## src/cis_pkg.sv

```systemverilog
// shared constants and carrier types for the interrupt sequencer
package cis_pkg;
  localparam int unsigned N_SRC      = 8;
  localparam int unsigned PC_W       = 12;
  localparam int unsigned SP_W       = 16;
  localparam int unsigned FLAGS_W    = 8;
  localparam int unsigned GIE_BIT    = 7;
  localparam logic [5:0]  FLAGS_IO_ADDR = 6'h3F;
  localparam logic [FLAGS_W-1:0] FLAGS_RST = 8'h00;
  localparam logic [PC_W-1:0] RESET_VECTOR = 12'h000;
  localparam logic [PC_W-1:0] VECTOR_STRIDE = 12'h001;
  localparam logic [SP_W-1:0] SP_RST = 16'h01FF;
  localparam logic [SP_W-1:0] RET_BYTES = 16'h0002;
  localparam int unsigned CLK_PERIOD_NS = 4;
  localparam int unsigned ENTRY_CYC   = 4;
  localparam int unsigned WAKE_CYC    = 4;
  localparam int unsigned RETURN_CYC  = 4;
  localparam int unsigned JUMP_CYC    = 3;
  localparam logic [2:0] ENTRY_CNT  = 3'(ENTRY_CYC - 1);
  localparam logic [2:0] WAKE_CNT   = 3'(WAKE_CYC - 1);
  localparam logic [2:0] RETURN_CNT = 3'(RETURN_CYC - 1);

  typedef enum logic [1:0] {
    CIS_SRC_FLAG  = 2'h0,
    CIS_SRC_LEVEL = 2'h1
  } cis_kind_type;

  // one instruction boundary report from the core pipeline
  typedef struct packed {
    logic            boundary;
    logic            global_disable_instr;
    logic            global_enable_instr;
    logic            return_from_irq_instr;
    logic            sleeping;
    logic [PC_W-1:0] next_pc;
  } cis_core_type;

  typedef struct packed {
    logic            stall;
    logic            push;
    logic            pop;
    logic            load_pc;
    logic [PC_W-1:0] pc;
  } cis_ctl_type;
endpackage

```

## src/cis_sequencer.sv

```systemverilog
// interrupt entry, return and global enable sequencing for the core
`timescale 1ns/1ps
`default_nettype none
module cis_sequencer (
  input  wire logic                           clk,
  input  wire logic                           rst,
  input  wire cis_pkg::cis_core_type          core,
  input  wire logic [cis_pkg::N_SRC-1:0]      src_event,
  input  wire logic [cis_pkg::N_SRC-1:0]      src_enable,
  input  wire logic [cis_pkg::N_SRC-1:0]      src_is_level,
  input  wire logic [cis_pkg::N_SRC-1:0]      flag_wr_one,
  input  wire logic                           flags_wr,
  input  wire logic [cis_pkg::FLAGS_W-1:0]    flags_wdata,
  output cis_pkg::cis_ctl_type                ctl,
  output logic [cis_pkg::FLAGS_W-1:0]         core_flags_register,
  output logic [cis_pkg::N_SRC-1:0]           irq_flags,
  output logic [cis_pkg::SP_W-1:0]            stack_ptr,
  output logic [cis_pkg::PC_W-1:0]            push_addr,
  output logic                                in_sequence
);
  typedef enum logic [1:0] {
    CIS_RUN,
    CIS_WAKE,
    CIS_ENTRY,
    CIS_RETURN
  } cis_state_type;

  // ************************************************************
  // state
  // ************************************************************
  cis_state_type               state_r, state_nxt;
  logic [2:0]                  cnt_r, cnt_nxt;
  logic [cis_pkg::FLAGS_W-1:0] flags_r, flags_nxt;
  logic [cis_pkg::N_SRC-1:0]   flag_r, flag_nxt;
  logic [cis_pkg::SP_W-1:0]    sp_r, sp_nxt;
  logic [cis_pkg::PC_W-1:0]    ret_r, ret_nxt;
  logic [cis_pkg::PC_W-1:0]    vec_r, vec_nxt;
  logic [2:0]                  win_r, win_nxt;
  logic                        hold_r, hold_nxt;

  // ************************************************************
  // request decode
  // ************************************************************
  logic [cis_pkg::N_SRC-1:0] raw_req;
  logic [cis_pkg::N_SRC-1:0] live_req;
  logic                      req_any;
  logic [2:0]                req_idx;
  logic                      gie;
  logic                      may_take;
  logic                      take;
  logic                      at_bound;
  logic                      last_cycle;
  logic [cis_pkg::N_SRC-1:0] served_clr;

  genvar s;
  generate
    for (s = 0; s < cis_pkg::N_SRC; s++) begin : g_src
      // level sources bypass the latch and vanish with their cause
      assign raw_req[s] = src_is_level[s] ? src_event[s]
                                          : flag_r[s];
      assign live_req[s] = raw_req[s] & src_enable[s];
      assign served_clr[s] = take && (req_idx == 3'(s))
                             && !src_is_level[s];
      // a new event beats a clear in the same cycle
      assign flag_nxt[s] = (src_event[s] && !src_is_level[s])
                           || (flag_r[s] && !flag_wr_one[s]
                               && !served_clr[s]);
    end
  endgenerate

  cis_arbiter u_arb (
    .req (live_req),
    .any (req_any),
    .idx (req_idx)
  );

  assign gie = flags_r[cis_pkg::GIE_BIT];
  // disable in this cycle blocks acceptance at once
  assign may_take = gie && !core.global_disable_instr
                    && !hold_r;
  assign at_bound = core.boundary || core.sleeping;
  assign take = (state_r == CIS_RUN) && at_bound && may_take
                && req_any;
  assign last_cycle = (cnt_r == 3'h0);

  // ************************************************************
  // named decodes
  // ************************************************************
  logic                      ret_accept;
  logic                      wake_take;
  logic [cis_pkg::PC_W-1:0]  vec_pick;
  logic                      seq_busy;
  logic                      ret_ends;
  // a return only counts when the instruction really retires
  assign ret_accept = core.return_from_irq_instr && core.boundary;
  // a sleeping core has no boundary but must still be woken
  assign wake_take  = take && core.sleeping;
  // widen before adding so the top source cannot wrap to reset
  assign vec_pick   = cis_pkg::RESET_VECTOR
                      + cis_pkg::VECTOR_STRIDE
                      * (cis_pkg::PC_W'(req_idx) + 12'h001);
  assign seq_busy   = (state_r != CIS_RUN);
  // last return cycle: pointer comes back, enable goes up
  assign ret_ends   = (state_r == CIS_RETURN) && last_cycle;

  // ************************************************************
  // sequencing
  // ************************************************************
  always_comb begin
    state_nxt = state_r;
    cnt_nxt   = cnt_r;
    flags_nxt = flags_r;
    sp_nxt    = sp_r;
    ret_nxt   = ret_r;
    vec_nxt   = vec_r;
    win_nxt   = win_r;
    hold_nxt  = hold_r;
    // software owns the whole flags register; never saved here
    if (flags_wr) begin
      flags_nxt = flags_wdata;
    end
    if (core.boundary) begin
      hold_nxt = 1'b0;
    end
    if (core.global_disable_instr) begin
      flags_nxt[cis_pkg::GIE_BIT] = 1'b0;
    end
    if (core.global_enable_instr) begin
      flags_nxt[cis_pkg::GIE_BIT] = 1'b1;
      hold_nxt = 1'b1;
    end
    unique case (state_r)
      CIS_RUN: begin
        if (take) begin
          flags_nxt[cis_pkg::GIE_BIT] = 1'b0;
          win_nxt = req_idx;
          ret_nxt = core.next_pc;
          vec_nxt = vec_pick;
          if (wake_take) begin
            state_nxt = CIS_WAKE;
            cnt_nxt   = cis_pkg::WAKE_CNT;
          end else begin
            state_nxt = CIS_ENTRY;
            cnt_nxt   = cis_pkg::ENTRY_CNT;
          end
        end else if (ret_accept) begin
          state_nxt = CIS_RETURN;
          cnt_nxt   = cis_pkg::RETURN_CNT;
        end
      end
      CIS_WAKE: begin
        cnt_nxt = cnt_r - 3'h1;
        if (last_cycle) begin
          state_nxt = CIS_ENTRY;
          cnt_nxt   = cis_pkg::ENTRY_CNT;
        end
      end
      CIS_ENTRY: begin
        cnt_nxt = cnt_r - 3'h1;
        if (last_cycle) begin
          state_nxt = CIS_RUN;
          sp_nxt    = sp_r - cis_pkg::RET_BYTES;
        end
      end
      CIS_RETURN: begin
        cnt_nxt = cnt_r - 3'h1;
        if (last_cycle) begin
          state_nxt = CIS_RUN;
          sp_nxt    = sp_r + cis_pkg::RET_BYTES;
          flags_nxt[cis_pkg::GIE_BIT] = 1'b1;
          hold_nxt  = 1'b1;
        end
      end
    endcase
  end

  // ************************************************************
  // registers (all on the single undivided core clock)
  // ************************************************************
  // sequence state and its cycle counter
  always_ff @(posedge clk) begin
    if (rst) begin
      state_r <= CIS_RUN;
      cnt_r   <= 3'h0;
    end else begin
      state_r <= state_nxt;
      cnt_r   <= cnt_nxt;
    end
  end

  // flags register, enable bit cleared by reset
  always_ff @(posedge clk) begin
    if (rst) begin
      flags_r <= cis_pkg::FLAGS_RST;
    end else begin
      flags_r <= flags_nxt;
    end
  end

  // latched per-source flags
  always_ff @(posedge clk) begin
    if (rst) begin
      flag_r <= '0;
    end else begin
      flag_r <= flag_nxt;
    end
  end

  // stack pointer, moved by two at push and pop
  always_ff @(posedge clk) begin
    if (rst) begin
      sp_r <= cis_pkg::SP_RST;
    end else begin
      sp_r <= sp_nxt;
    end
  end

  // captured return address, vector and winner
  always_ff @(posedge clk) begin
    if (rst) begin
      ret_r <= cis_pkg::RESET_VECTOR;
      vec_r <= cis_pkg::RESET_VECTOR;
      win_r <= 3'h0;
    end else begin
      ret_r <= ret_nxt;
      vec_r <= vec_nxt;
      win_r <= win_nxt;
    end
  end

  // one-instruction hold after enable or return
  always_ff @(posedge clk) begin
    if (rst) begin
      hold_r <= 1'b0;
    end else begin
      hold_r <= hold_nxt;
    end
  end

  // ************************************************************
  // core control
  // ************************************************************
  logic entry_done;
  assign entry_done = (state_r == CIS_ENTRY) && last_cycle;
  // pc load happens as entry ends; the vector's own jump
  // then costs the core its normal three cycles
  assign ctl.stall   = seq_busy;
  assign ctl.push    = entry_done;
  assign ctl.pop     = ret_ends;
  assign ctl.load_pc = entry_done;
  assign ctl.pc      = vec_r;

  // ************************************************************
  // limitations
  // ************************************************************
  // a return that meets a take at the same boundary loses to
  // the take; handlers normally run with enable low, so this
  // only bites when software re-enables inside a handler
  // the wake path assumes sleeping stays high until entry starts
  // only one sequence runs at a time; nesting comes from
  // software raising enable in a handler; after the enable instruction the hold
  // blocks one boundary, and the boundary after it may start a fresh entry on top of it
  // the winner index is kept but drives no output; the vector
  // already carries everything the core needs
  // the whole flags register is software's; only bit 7 is
  // touched by this block, so the other bits pass unchanged

  // ************************************************************
  // observed state
  // ************************************************************
  assign core_flags_register = flags_r;
  assign irq_flags           = flag_r;
  assign stack_ptr           = sp_r;
  assign push_addr           = ret_r;
  assign in_sequence         = seq_busy;
endmodule
`default_nettype wire

```

## src/cis_arbiter.sv

```systemverilog
// fixed priority pick of the lowest-numbered requesting source
`timescale 1ns/1ps
`default_nettype none
module cis_arbiter (
  input  wire logic [cis_pkg::N_SRC-1:0] req,
  output logic                           any,
  output logic [2:0]                     idx
);
  logic [2:0] pick [cis_pkg::N_SRC:0];
  assign pick[cis_pkg::N_SRC] = 3'h0;
  genvar g;
  generate
    for (g = 0; g < cis_pkg::N_SRC; g++) begin : g_pri
      // lower index means lower vector, hence higher priority
      assign pick[g] = req[g] ? 3'(g) : pick[g+1];
    end
  endgenerate
  assign any = |req;
  assign idx = pick[0];
endmodule
`default_nettype wire

```

## config.mk

```make
export PLATFORM = sky130hd
export DESIGN_NAME = cis_sequencer
export DESIGN_NICKNAME = d
export VERILOG_FILES = /design/src/cis_pkg.sv /design/src/cis_sequencer.sv /design/src/cis_arbiter.sv
export SDC_FILE = /design/constraint.sdc
export NUM_CORES = 1
export LEC_CHECK = 0
export BUFFER_PORTS_ARGS = -buffer_cell sky130_fd_sc_hd__buf_2
export CORE_ASPECT_RATIO = 1.25
export CORE_MARGIN = 1.5
export CORE_UTILIZATION = 45
export DETAILED_ROUTE_END_ITERATION = 10
export PLACE_DENSITY = 0.86
export SKIP_CTS_REPAIR_TIMING = 1
export SLEW_MARGIN = 20
export SYNTH_ARGS = -nofsm -noshare
export SYNTH_HDL_FRONTEND = slang
export SYNTH_SLANG_ARGS = --single-unit
export TNS_END_PERCENT = 50
```

## constraint.sdc

```tcl
create_clock -name clk -period 7 [get_ports clk]
set_input_delay 0.7 -clock clk [delete_from_list [all_inputs] [get_ports clk]]
set_output_delay 0.7 -clock clk [all_outputs]
set_load 0.02 [all_outputs]
```

* Word-level counts from Yosys, hierarchy flattened
Cells that the tools add are included.
** Storage, ports and cells
- Register bits after elaboration :: 62
- Input bits :: 60
- Output and inout port bits :: 61
- Logic and storage cells :: 169
** Cells by class
- $add $sub $neg :: 4
- Equal/unequal tests :: 15
- Muxes and demuxes :: 39
- Bitwise gates (word level) :: 8
- Reductions and logical operators :: 94
** Operators with widths (number)
- logical AND 1 bit :: 49
- two-way mux 3 bit :: 11
- two-way mux 16 bit :: 2
- case mux 16 bit (2 select lines) :: 1
- zero test 1 bit :: 26
- adder 16 x 2 -> 16 bit, second input constant :: 1
- two-way mux 1 bit :: 16
- subtractor 16 x 2 -> 16 bit, second input constant :: 1
- == test 3 bit, second input constant :: 4
- two-way mux 2 bit :: 5
- logical OR 1 bit :: 9
- case mux 3 bit (3 select lines) :: 1
- bitwise AND 1 bit :: 8
- two-way mux 8 bit :: 1
- OR reduction 8 bit :: 1
- == test 3 x 2 -> 1 bit, second input constant :: 2
- zero test 3 bit :: 2
- != test 2 bit, second input constant :: 3
- case mux 2 bit (3 select lines) :: 1
- AND reduction 3 bit :: 2
- adder 3 x 1 -> 4 bit, second input constant :: 1
- == test 2 bit, second input constant :: 2
- nonzero test 2 bit :: 2
- == test 3 x 1 -> 1 bit, second input constant :: 1
- 8 further kinds :: 8

* Depth between registers and ports, before layout
Gate-level depths: netlist of the first run.
- Word-level depth :: 16
- Gate-level depth with buffers :: 10
- Mapped depth without buffers :: 9

* Cells and area by module
Synthesis of the first run repeated with hierarchy kept, for this count alone.
** Second synthesis, totals
- Cells, all modules :: 402
- Area, all modules :: 3340.7 µm²
** By module, submodules not included
- cis_sequencer :: instances 1, cells an instance 389, area each 3259.4 µm², seq. area each 1061.0 µm²
- cis_arbiter :: instances 1, cells an instance 13, area each 81.3 µm², seq. area each 0.0 µm²

* Least setup slack after synthesis of the first run
Ideal clock, no wire load.
- Path type :: reg2reg
- Start :: reg state_r[0]
- End :: reg sp_r, in the netlist stack_ptr[15]
- Setup time :: 0.121 ns
- Arrival :: 2.675 ns
- Data required time :: 6.879 ns
- Path slack :: 4.204 ns
- Stages on the path, launching flop included :: 11
- Path buffers :: 1
- Clock period less this slack :: 2.796 ns
- Path through :: dfxtp_1 ha_1 clkbuf_1 inv_1 fa_1 a211oi_1 o21ai_0 and4_1 a41oi_1 o211ai_1 mux2_2
** Between the ends
- Cells in the longest elaborated chain, start to end :: 3
- Elaborated cells on any way between the ends :: 7
- Classes of those cells :: 4 x eq/ne; 1 x mux; 2 x reduce/logical
** RTL lines
- start, declared :: line cis_sequencer.sv:31 : cis_state_type state_r, state_nxt;
- start signal, assigned :: line cis_sequencer.sv:186 : state_r <= state_nxt;
- == test 2 bit :: line cis_sequencer.sv:132 : unique case (state_r)
- != test 2 bit (no line) or nonzero test 2 bit (tied branches)
- AND reduction 3 bit (no line)
- end signal, assigned :: line cis_sequencer.sv:212 : sp_r <= cis_pkg::SP_RST;
- end signal, assigned :: line cis_sequencer.sv:214 : sp_r <= sp_nxt;
- end, declared :: line cis_sequencer.sv:35 : logic [cis_pkg::SP_W-1:0] sp_r, sp_nxt;
Several ways; a longest one is shown, not always the timed one.
A chain may end at the register's enable or synchronous reset.

* Final worst setup path of the first run
- Start :: reg state_r[1]
- End :: reg sp_r, in the netlist stack_ptr[15]
Same word-level chain as after synthesis.

==> results by group, run 1 <==
GRT
  • First-pass GRT wire length: 13.39 mm
  • Total GRT Usage: 20.84%
  • Vias in the first global route: 3080
  • Initial antenna violation count: 0
  • Total gr overflow: 0
  • Largest net degree at the start of global routing: 49

Place
  • Number of port buffers: 111
  • Routability Congestion: 0.8300
  • Post-DP HPWL: 6.190 mm

STA
  • Slew @ Worst Pin: 918.8 ps
  • Final setup viols: 0
  • Final period utilization: 45.93%
  • Minimum clock period: 3215 ps
  • Setup total negative slack: 0 ps
  • RSZ-0062 raised after global routing: no
  • Final Hold Fails: 0
  • Layout Skew: 13.88 ps
  • Slew HR: 38.74%
  • Slew Viols, Final: 0
  • Achievable frequency: 0.3110 GHz

Floorplan
  • IO Count: 121
  • Die Y: 98.92 µm
  • Initial Util: 46.90%
  • Row count: 34
  • Core area: 7062 µm²
  • DIE AREA: 7886 µm²
  • Die W: 79.73 µm

Worst setup path
  • Flop2flop setup slack: 3780 ps
  • FF-to-FF path depth: 9
  • Cell Chain, Critical Path: ha_1 -> inv_1 -> ha_1 -> o21ai_0 -> o21ai_0 -> and4_1 -> a41oi_1 -> o211ai_1 -> mux2_2
  • Crit. End Element: flip-flop
  • Buf/Inv on CP: 1
  • Critical Path RT: 7220 ps
  • Highest cell delay on the worst timing path: 540 ps
  • Crit path max-delay family: compound AO/OA/AOI/OAI gates
  • Slowest CP cell: o21ai_0
  • Critical path peak fanout: 14
  • Kind of critical path: reg -> reg
  • Reg2reg end: stack_ptr[15]$_SDFFE_PP0P_
  • CP startpoint kind: flip-flop
  • Crit path arrival time: 3430 ps
  • Origin of the critical flop-to-flop path: state_r[1]$_SDFFE_PP0P_

Final layout
  • Final nets: 569
  • # fillers: 670
  • Diode count: 0
  • P&R area growth vs syn: 19.12%
  • Layout cells sized above 1: 28.04%

Synth
  • Yosys Warn Count: 0
  • Async S/R FF share, synth: 0%
  • Top_reg_cell synth: dfxtp_1
  • Number of synthesized flops with an enable pin: 0
  • Post-synth design cell area: 3312 µm²
  • FF+latch count, synth: 53
  • Register area share after synthesis: 32.04%
  • Syn Area/Cell: 8.602 µm²
  • Leading area contributor after synthesis: dfxtp_1
  • Synth area leaders: dfxtp_1, ha_1, mux2i_1
  • Number of distinct library cells after synthesis: 56
  • Count leader, synth: dfxtp_1
  • Post-synth top cells: dfxtp_1, nor2_1, nand2_1
  • Mapped Cells: 385
  • Top cell type's share of synthesized area: 32.04%

Clock network
  • CTS tree: built
  • Clock buffer count from CTS: 5
  • Worst skew pair latency: 320 ps
  • Clock sinks: 53
  • H-tree levels: 2
  • Worst-path clk slew: 110 ps
  • CTS Root Cell: clkbuf_8
  • Clk buf depth: 2

Power
  • Total chip power: 0.001272 W
  • Max rail drop VDD: 0.1618 mV
  • Pwr Density: 322.5 nW/µm²
  • Leak pwr: 1.908 nW

Drt
  • Routed WL per cell: 13.85 µm
  • Routed WL: 7.966 mm
  • DRC viols: 0
  • Remaining antenna violation count: 0
  • DR vias/cell: 5.285
  • DR pass1 iterations: 4
  • Vias: 3039
  • Initial DRC count: 101

Min path
  • Hold crit path type: reg -> reg
  • Hold path start: stack_ptr[11]$_SDFFE_PP0P_
  • WHS Endpoint: stack_ptr[11]$_SDFFE_PP0P_
  • Hold Path Depth: 2

Outcome
  • Status: finished, final reports clean

Job
  • Max-cap viol count: 0
[placed cells by master, fill, tap and decap left out, drive strengths merged, types with 5 or more instances in the layout]
master  synthesis  final
nand3           9      9
clkbuf          9      5
nand2          29     29
dfxtp          53     53
o211ai          7      7
conb            2      9
mux2            8      8
buf            18    112
ha             24     24
a211oi          5      5
o21ai          14     14
nand2b          8      8
a21oi          28     28
nor2           40     40
mux2i          24     24
nor3            7      7
inv            27     28
o311ai          8      8
xnor2           7      7
[final cells by class]
| class | instances | area, µm² | area share, % |
|---|---|---|---|
| inverter | 27 | 101.3 | 2.569 |
| clock buffer | 5 | 68.82 | 1.744 |
| sequential | 53 | 1061 | 26.90 |
| multi-input combinational | 285 | 2013 | 51.03 |
| timing repair buffer | 112 | 563.0 | 14.27 |
| tap | 90 | 112.6 | 2.854 |
| clock inverter | 3 | 25.02 | 0.6343 |
[state kept, by name, summed over array words and instances, names as in the netlist]
register / count
vec_r: 4
stack_ptr: 15
hold_r: 1
state_r: 2
irq_flags: 8
push_addr: 12
core_flags_register: 8
cnt_r: 3
[metrics by stage]
step / hold slack (ps) / util [%] / std cells / area [µm²] / worst slack, ps
final: 490.6 / 55.86 / 575 / 3945 / 3785
after global routing: 514.9 / 55.86 / 575 / 3945 / 3529
after CTS: 492.9 / 55.86 / 575 / 3945 / 3816
after detailed placement: 475.8 / 54.54 / 567 / 3851 / 3867
after global placement: 464.4 / 54.54 / 567 / 3851 / 3938
after floorplan: 464.7 / - / 392 / 3338 / 4204
[power by group]
group,switching [W],total [W],leakage [nW],internal [W]
Sequential,0.0000442,0.000398,0.433,0.000354
Clock,0.000111,0.000184,0.0447,0.0000725
Combinational,0.000408,0.000690,1.43,0.000282
Total,0.000564,0.00127,1.91,0.000708
[layer usage]
metal	routed length (µm)	track usage (%)	up-vias	part of all wire [%]
met4	92	6.897	0	1.2
met1	3267	22.77	1412	41
met2	4217	38.72	80	53
li1	-	-	1539	-
met3	387	4.907	8	4.9
met5	0	0	-	0
[cells by family (layout without fill, tap and decap cells)]
kind of cell | after synthesis | after routing | share of synthesized area [%]
AOI/OAI and AO/OA | 98 | 98 | 21.35
xor gates and xnor gates | 11 | 11 | 2.909
adders and majority gates | 25 | 25 | 9.671
buffers and inverters | 54 | 147 | 7.971
DFF | 53 | 53 | 32.04
muxes | 32 | 32 | 10.31
other | 2 | 9 | 0.2268
and+or+nand+nor | 110 | 110 | 15.53
[worst reg2reg max path, stage by stage, from the launching register on]
cell and delay, ps:
dfxtp_1 410, ha_1 370, inv_1 330, ha_1 480
o21ai_0 130, o21ai_0 540, and4_1 310, a41oi_1 50
o211ai_1 160, mux2_2 350
[how the worst max path moves through the flow]
stage	from	end	slack (ps)	depth (start not counted)
CTS	state_r[1]$_SDFFE_PP0P_	stack_ptr[15]$_SDFFE_PP0P_	3820	9
detailed placement	state_r[1]$_SDFFE_PP0P_	stack_ptr[15]$_SDFFE_PP0P_	3870	9
global placement	state_r[0]$_SDFFE_PP0P_	stack_ptr[15]$_SDFFE_PP0P_	3940	9
finish	state_r[1]$_SDFFE_PP0P_	stack_ptr[15]$_SDFFE_PP0P_	3780	9
floorplan	state_r[0]$_SDFFE_PP0P_	stack_ptr[15]$_SDFFE_PP0P_	4200	10
global route	state_r[1]$_SDFFE_PP0P_	stack_ptr[15]$_SDFFE_PP0P_	3530	9
(Power assumes the default switching activity.)
==> run 2, diff against run 1 <==
--- a/config.mk
+++ b/config.mk
@@ -10,7 +10,7 @@
 export CORE_MARGIN = 1.5
 export CORE_UTILIZATION = 45
 export DETAILED_ROUTE_END_ITERATION = 10
-export PLACE_DENSITY = 0.86
+export PLACE_DENSITY = 0.89
 export SKIP_CTS_REPAIR_TIMING = 1
 export SLEW_MARGIN = 20
 export SYNTH_ARGS = -nofsm -noshare
==> constraint.sdc (replaced) <==
create_clock -name clk -period 2.65 [get_ports clk]
set_input_delay 0.265 -clock clk [delete_from_list [all_inputs] [get_ports clk]]
set_output_delay 0.265 -clock clk [all_outputs]
set_load 0.02 [all_outputs]
==> run 2 against run 1 <==
Effect of this change:
- sequential share of layout area decreased by 0.58 points
- via count increased by 3.0%
- setup slack got worse by 3600 ps
- largest power group unchanged
==> results by group, run 2 (synthesis results as in run 1) <==
Outcome
  • Status: finished, final reports clean

Floorplan
  • Row count: 34 (unchanged)
  • DIE AREA: 7886 µm² (unchanged)
  • Die W: 79.73 µm (unchanged)
  • Die Y: 98.92 µm (unchanged)
  • IO Count: 121 (unchanged)
  • Core area: 7062 µm² (unchanged)
  • Initial Util: 46.90% (unchanged)

Final layout
  • Final nets: 575 (+1.1%)
  • # fillers: 660 (-1.5%)
  • Commonest cells after routing, fill and taps aside: buf_2, dfxtp_1, nor2_1, nand2_1, a21oi_1
  • Layout cells sized above 1: 31.36% (+3.3 points)
  • Diode count: 0 (unchanged)
  • Max reg flops: 15 (unchanged)
  • P&R area growth vs syn: 22.03%
  • Design area: 4041 µm² (+2.4%)
  • Most common cell after layout, fill and taps aside: buf_2

Drt
  • Routed WL per cell: 13.78 µm (-0.52%)
  • DR pass1 iterations: 5 (+1)
  • Remaining antenna violation count: 0 (unchanged)
  • DRC viols: 0 (unchanged)
  • DR vias/cell: 5.389 (+2.0%)
  • Initial DRC count: 103 (+2.0%)
  • Vias: 3131 (+3.0%)
  • Routed WL: 8.007 mm (+0.51%)

STA
  • Layout Skew: 8.425 ps (-5.455 ps)
  • Final Hold Fails: 0 (unchanged)
  • Slack of the critical path: 175.5 ps (-3609 ps)
  • Minimum clock period: 2474 ps (-740.9 ps)
  • RSZ-0062 raised after global routing: no
  • Achievable frequency: 0.4041 GHz (+30%)
  • Final setup viols: 0 (unchanged)
  • Final period utilization: 93.38% (+47 points)
  • Slew Viols, Final: 0 (unchanged)

Clock network
  • Clock sinks: 53 (unchanged)
  • Worst-path clk slew: 110 ps (about the same)
  • CTS tree: built
  • H-tree levels: 2 (unchanged)
  • Worst skew pair latency: 320 ps (about the same)
  • Clk buf depth: 2 (unchanged)
  • Clock buffer count from CTS: 5 (unchanged)
  • CTS Root Cell: clkbuf_8

Worst setup path
  • Slowest CP cell: dfxtp_2
  • Highest cell delay on the worst timing path: 370 ps (-170 ps)
  • CP dominant cell by count: ha_2
  • Origin of the critical flop-to-flop path: state_r[0]$_SDFFE_PP0P_
  • Crit path arrival time: 2690 ps (-740 ps)
  • Crit path from: state_r[0]$_SDFFE_PP0P_
  • Crit. End Element: flip-flop
  • Kind of critical path: reg -> reg
  • Buf/Inv on CP: 2 (+1)
  • Cell Chain, Critical Path: ha_2 -> clkinv_4 -> buf_4 -> ha_2 -> and4_4 -> nor2b_2 -> and4_1 -> a41oi_1 -> o211ai_1 -> mux2_2
  • Critical Path RT: 2860 ps (-4360 ps)
  • Critical path peak fanout: 11 (-3)
  • Crit path max-delay family: simple AND/OR/NAND/NOR gates
  • CP startpoint kind: flip-flop

Power
  • Pwr Density: 868.4 nW/µm² (+170%)
  • Sequential share of power: 30.0% (-1.3 points)
  • Switching part of the total: 44.37% (+0.046 points)
  • Power share of the clock group: 14.6% (+0.2 points)
  • P_int: 0.001952 W (+180%)
  • Share of total power in combinational logic: 55.4% (+1.1 points)
  • P_sw: 0.001557 W (+180%)
  • Leak pwr: 1.948 nW (+2.1%)
  • Max rail drop VDD: 0.4259 mV (+160%)

Min path
  • Hold crit path type: in -> reg
  • Hold path start: flags_wdata[6]

Place
  • Post-DP HPWL: 6.293 mm (+1.7%)
  • Area after DPL: 3896 µm² (+1.2%)
  • Dpl ws: -37.97 ps (-3905 ps)
  • Routability Congestion: 0.9415 (+13%)
  • Number of port buffers: 111 (unchanged)

Job
  • Max-cap viol count: 0 (unchanged)

GRT
  • Largest net degree at the start of global routing: 31 (-37%)
  • Total gr overflow: 0 (unchanged)
  • Total GRT Usage: 20.39% (-0.45 points)
  • First-pass GRT wire length: 13.12 mm (-2.1%)
  • Vias in the first global route: 3027 (-1.7%)
  • Initial antenna violation count: 0 (unchanged)
## run 2: cell count changes in the layout (fill, tap and decap cells not counted), moves of 2 or more
cell / change
dfxtp_1: -2
ha_2: +2
ha_1: -3
buf_4: +6
dfxtp_2: +2
o21ai_0: -2
## run 2: cell type report
cell class	count	area, µm²	share of cell area (%)
clock buffer	5	68.82	1.703
clock inverter	3	28.78	0.7121
inverter	27	106.4	2.632
multi-input combinational	285	2053	50.80
sequential	53	1064	26.32
tap	90	112.6	2.786
timing repair buffer	118	608.1	15.05
## run 2: stage by stage
| step | setup TNS [ps] | util, % | hold WS, ps | instances | total power [W] |
|---|---|---|---|---|---|
| floorplan | 0 | - | 405.6 | 392 | 0.002461 |
| global placement | 0 | 55.17 | 469.9 | 573 | 0.002844 |
| detailed placement | -37.97 | 55.17 | 474.5 | 573 | 0.002920 |
| CTS | -70.81 | 56.56 | 161.7 | 581 | 0.003435 |
| global route | 0 | 57.23 | 178.1 | 581 | 0.003751 |
| finish | 0 | 57.23 | 172.4 | 581 | 0.003509 |
## run 2: worst min-delay path: cells and delay by family
family,cells,cell delay (ps)
AND/OR/NAND/NOR,1,70
buffers and inverters,1,70
multiplexers,1,50
## run 2: layer usage
layer | GRT usage, % | share of wire, % | vias up
met2 | 38.27 | 52 | 108
met4 | 5.438 | 1.2 | 0
met1 | 23.20 | 40 | 1465
li1 | - | - | 1549
met5 | 0 | 0 | -
met3 | 3.704 | 6.1 | 9
## run 2: worst paths after layout
kind	endpoint	slack, ps	cells after the start
max	stack_ptr[15]$_SDFFE_PP0P_	180	10
max reg2reg	stack_ptr[15]$_SDFFE_PP0P_	180	10
min	core_flags_register[6]$_SDFFE_PP0P_	170	3
min reg2reg	state_r[1]$_SDFFE_PP0P_	480	2
## run 2: power by group through the flow
stage                     combinational (W)  sequential [W]  clock [W]
after floorplan                     0.00128         0.00118          0
after global placement              0.00179         0.00106          0
after detailed placement            0.00185         0.00107          0
after CTS                           0.00186         0.00105   0.000525
after global routing                0.00212         0.00107   0.000555
final                               0.00194         0.00105   0.000512
==> run 3, diff against run 2 <==
--- a/config.mk
+++ b/config.mk
@@ -16,4 +16,4 @@
 export SYNTH_ARGS = -nofsm -noshare
 export SYNTH_HDL_FRONTEND = slang
 export SYNTH_SLANG_ARGS = --single-unit
-export TNS_END_PERCENT = 50
+export TNS_END_PERCENT = 30
==> constraint.sdc (replaced) <==
create_clock -name clk -period 2 [get_ports clk]
set_input_delay 0.2 -clock clk [delete_from_list [all_inputs] [get_ports clk]]
set_output_delay 0.2 -clock clk [all_outputs]
set_load 0.02 [all_outputs]
==> run 3 against run 2 <==
Effect of this change:
- non-clock buffer count is 53 higher
- global-route usage is 2.5 points higher
- via count is 10% higher
- the run now ends with negative setup slack left
- count of clock-buffer cells in the layout stayed put
- hold slack worse by 52 ps
- critical path depth stayed put
- cell count is 9.1% higher
- combinational power is 89% higher
- critical path type unchanged
- total power is 63% higher
- sequential power is 35% higher
- die area stayed put
- core utilization is 11 points higher
==> results by group, run 3 (synthesis results as in run 1) <==
Drt
  • Initial DRC count: 158 (+53%)
  • Metal2 WL: 5.532 mm (+32%)
  • DR pass1 iterations: 4 (-1)
  • DR vias/cell: 5.445 (+1.0%)
  • Routed WL per cell: 15.89 µm (+15%)
  • Remaining antenna violation count: 0 (unchanged)
  • Routed WL: 10.08 mm (+26%)
  • DRC viols: 0 (unchanged)
  • Metal-1 WL: 3.680 mm (+14%)
  • Vias: 3452 (+10%)
  • Highest routed layer: met4
  • Met3 wire length: 602 µm (+24%)

Outcome
  • Status: finished, violations left
  • Failing checks: negative setup slack

Floorplan
  • Row count: 34 (unchanged)
  • Die Y: 98.92 µm (unchanged)
  • Die W: 79.73 µm (unchanged)
  • DIE AREA: 7886 µm² (unchanged)
  • IO Count: 121 (unchanged)
  • Initial Util: 46.90% (unchanged)
  • Core area: 7062 µm² (unchanged)

GRT
  • Total gr overflow: 0 (unchanged)
  • Total GRT Usage: 22.89% (+2.5 points)
  • Vias in the first global route: 3294 (+8.8%)
  • First-pass GRT wire length: 14.50 mm (+11%)
  • Initial antenna violation count: 0 (unchanged)
  • Largest net degree at the start of global routing: 28 (-9.7%)

STA
  • Layout Skew: 10.61 ps (+2.180 ps)
  • Achievable frequency: 0.4524 GHz (+12%)
  • Minimum clock period: 2210 ps (-264.2 ps)
  • RSZ-0062 raised after global routing: yes
  • Final setup viols: 9 (+9)
  • Slew Viols, Final: 0 (unchanged)
  • Slack of the critical path: -210.3 ps (-385.8 ps)
  • Final period utilization: 110.5% (+17 points)
  • Hold WS: 120.7 ps (-51.72 ps)
  • Final Hold Fails: 0 (unchanged)

Clock network
  • CTS tree: built
  • H-tree levels: 2 (unchanged)
  • Worst skew pair latency: 310 ps (about the same)
  • Worst-path clk slew: 110 ps (about the same)
  • Clock buffer count from CTS: 5 (unchanged)
  • Clock sinks: 53 (unchanged)
  • CTS Root Cell: clkbuf_8
  • Clk buf depth: 2 (unchanged)

Final layout
  • P&R area growth vs syn: 45.56%
  • Most common cell after layout, fill and taps aside: buf_2
  • # fillers: 531 (-20%)
  • Diode count: 0 (unchanged)
  • Max reg flops: 15 (unchanged)
  • Final nets: 628 (+9.2%)
  • Layout cells sized above 1: 46.51% (+15 points)
  • Commonest cells after routing, fill and taps aside: buf_2, buf_4, dfxtp_1, nor2_1, nand2_1
  • Util after Layout: 68.27% (+11 points)

Job
  • Max-cap viol count: 0 (unchanged)

Worst setup path
  • Buf/Inv on CP: 2 (unchanged)
  • Slowest CP cell: fa_2
  • Critical Path RT: 2220 ps (-640 ps)
  • Highest cell delay on the worst timing path: 380 ps (about the same)
  • Critical path peak fanout: 13 (+2)
  • Crit path max-delay family: compound AO/OA/AOI/OAI gates
  • Flop2flop setup slack: -210 ps (-390 ps)
  • Cell Chain, Critical Path: ha_4 -> inv_12 -> fa_2 -> a211oi_4 -> o21ai_2 -> buf_4 -> a21o_1 -> a21oi_2 -> mux2i_1 -> nand2_1
  • Kind of critical path: reg -> reg
  • CP startpoint kind: flip-flop
  • Crit. End Element: flip-flop
  • Crit path arrival time: 2430 ps (-260 ps)

Power
  • Leak pwr: 2.255 nW (+16%)
  • Max rail drop VDD: 0.6089 mV (+43%)
  • Pwr Density: 1187 nW/µm² (+37%)

Place
  • Dpl ws: -237.1 ps (-199.2 ps)
  • Post-DP HPWL: 7.174 mm (+14%)
  • Routability Congestion: 0.8820 (-6.3%)
  • Number of port buffers: 111 (unchanged)

Min path
  • Hold crit path type: in -> reg
[run 3: changes by cell type in the layout (fill, tap and decap cells not counted), sizes merged]
cell / before / now
buf: 118 / 171
clkinv: 2 / 1
clkinvlp: 0 / 1
[run 3: layout make-up]
class / instances / area (µm²) / area share [%]
Timing Repair Buffer: 171 / 1042 / 21.62
Clock buffer: 5 / 68.82 / 1.427
Inverter: 27 / 118.9 / 2.466
Tap cell: 90 / 112.6 / 2.336
Multi-Input combinational cell: 285 / 2387 / 49.52
Sequential cell: 53 / 1070 / 22.19
Clock inverter: 3 / 21.27 / 0.4412
[run 3: per-stage QoR]
step	total power (W)	cell area (µm²)	cells	TNS (ps)
global placement	0.004390	4355	618	-794.5
global route	0.006097	4821	634	-2208
CTS	0.005145	4446	626	-2325
detailed placement	0.004496	4355	618	-1892
finish	0.005723	4821	634	-879.4
floorplan	0.003403	3456	392	-474.7
[run 3: final timing paths]
check / startpoint / to / cells after the start
min: rst / push_addr[5]$_SDFFE_PP0P_ / 2
min reg2reg: irq_flags[5]$_SDFF_PP0_ / irq_flags[5]$_SDFF_PP0_ / 2
max reg2reg: state_r[0]$_SDFFE_PP0P_ / stack_ptr[9]$_SDFFE_PP0P_ / 10
max: state_r[0]$_SDFFE_PP0P_ / stack_ptr[9]$_SDFFE_PP0P_ / 10
[run 3: routing by layer]
metal / global-route usage [%] / vias to the layer above
met1: 24.20 / 1630
met2: 42.96 / 127
li1: - / 1668
met3: 5.370 / 27
met5: 0 / -
met4: 8.621 / 0
[run 3: where the power goes]
part | switching [W] | total (W) | internal [W]
Combinational | 0.00189 | 0.00367 | 0.00178
Sequential | 0.000174 | 0.00142 | 0.00124
Clock | 0.000388 | 0.000638 | 0.000250
Total | 0.00245 | 0.00572 | 0.00327
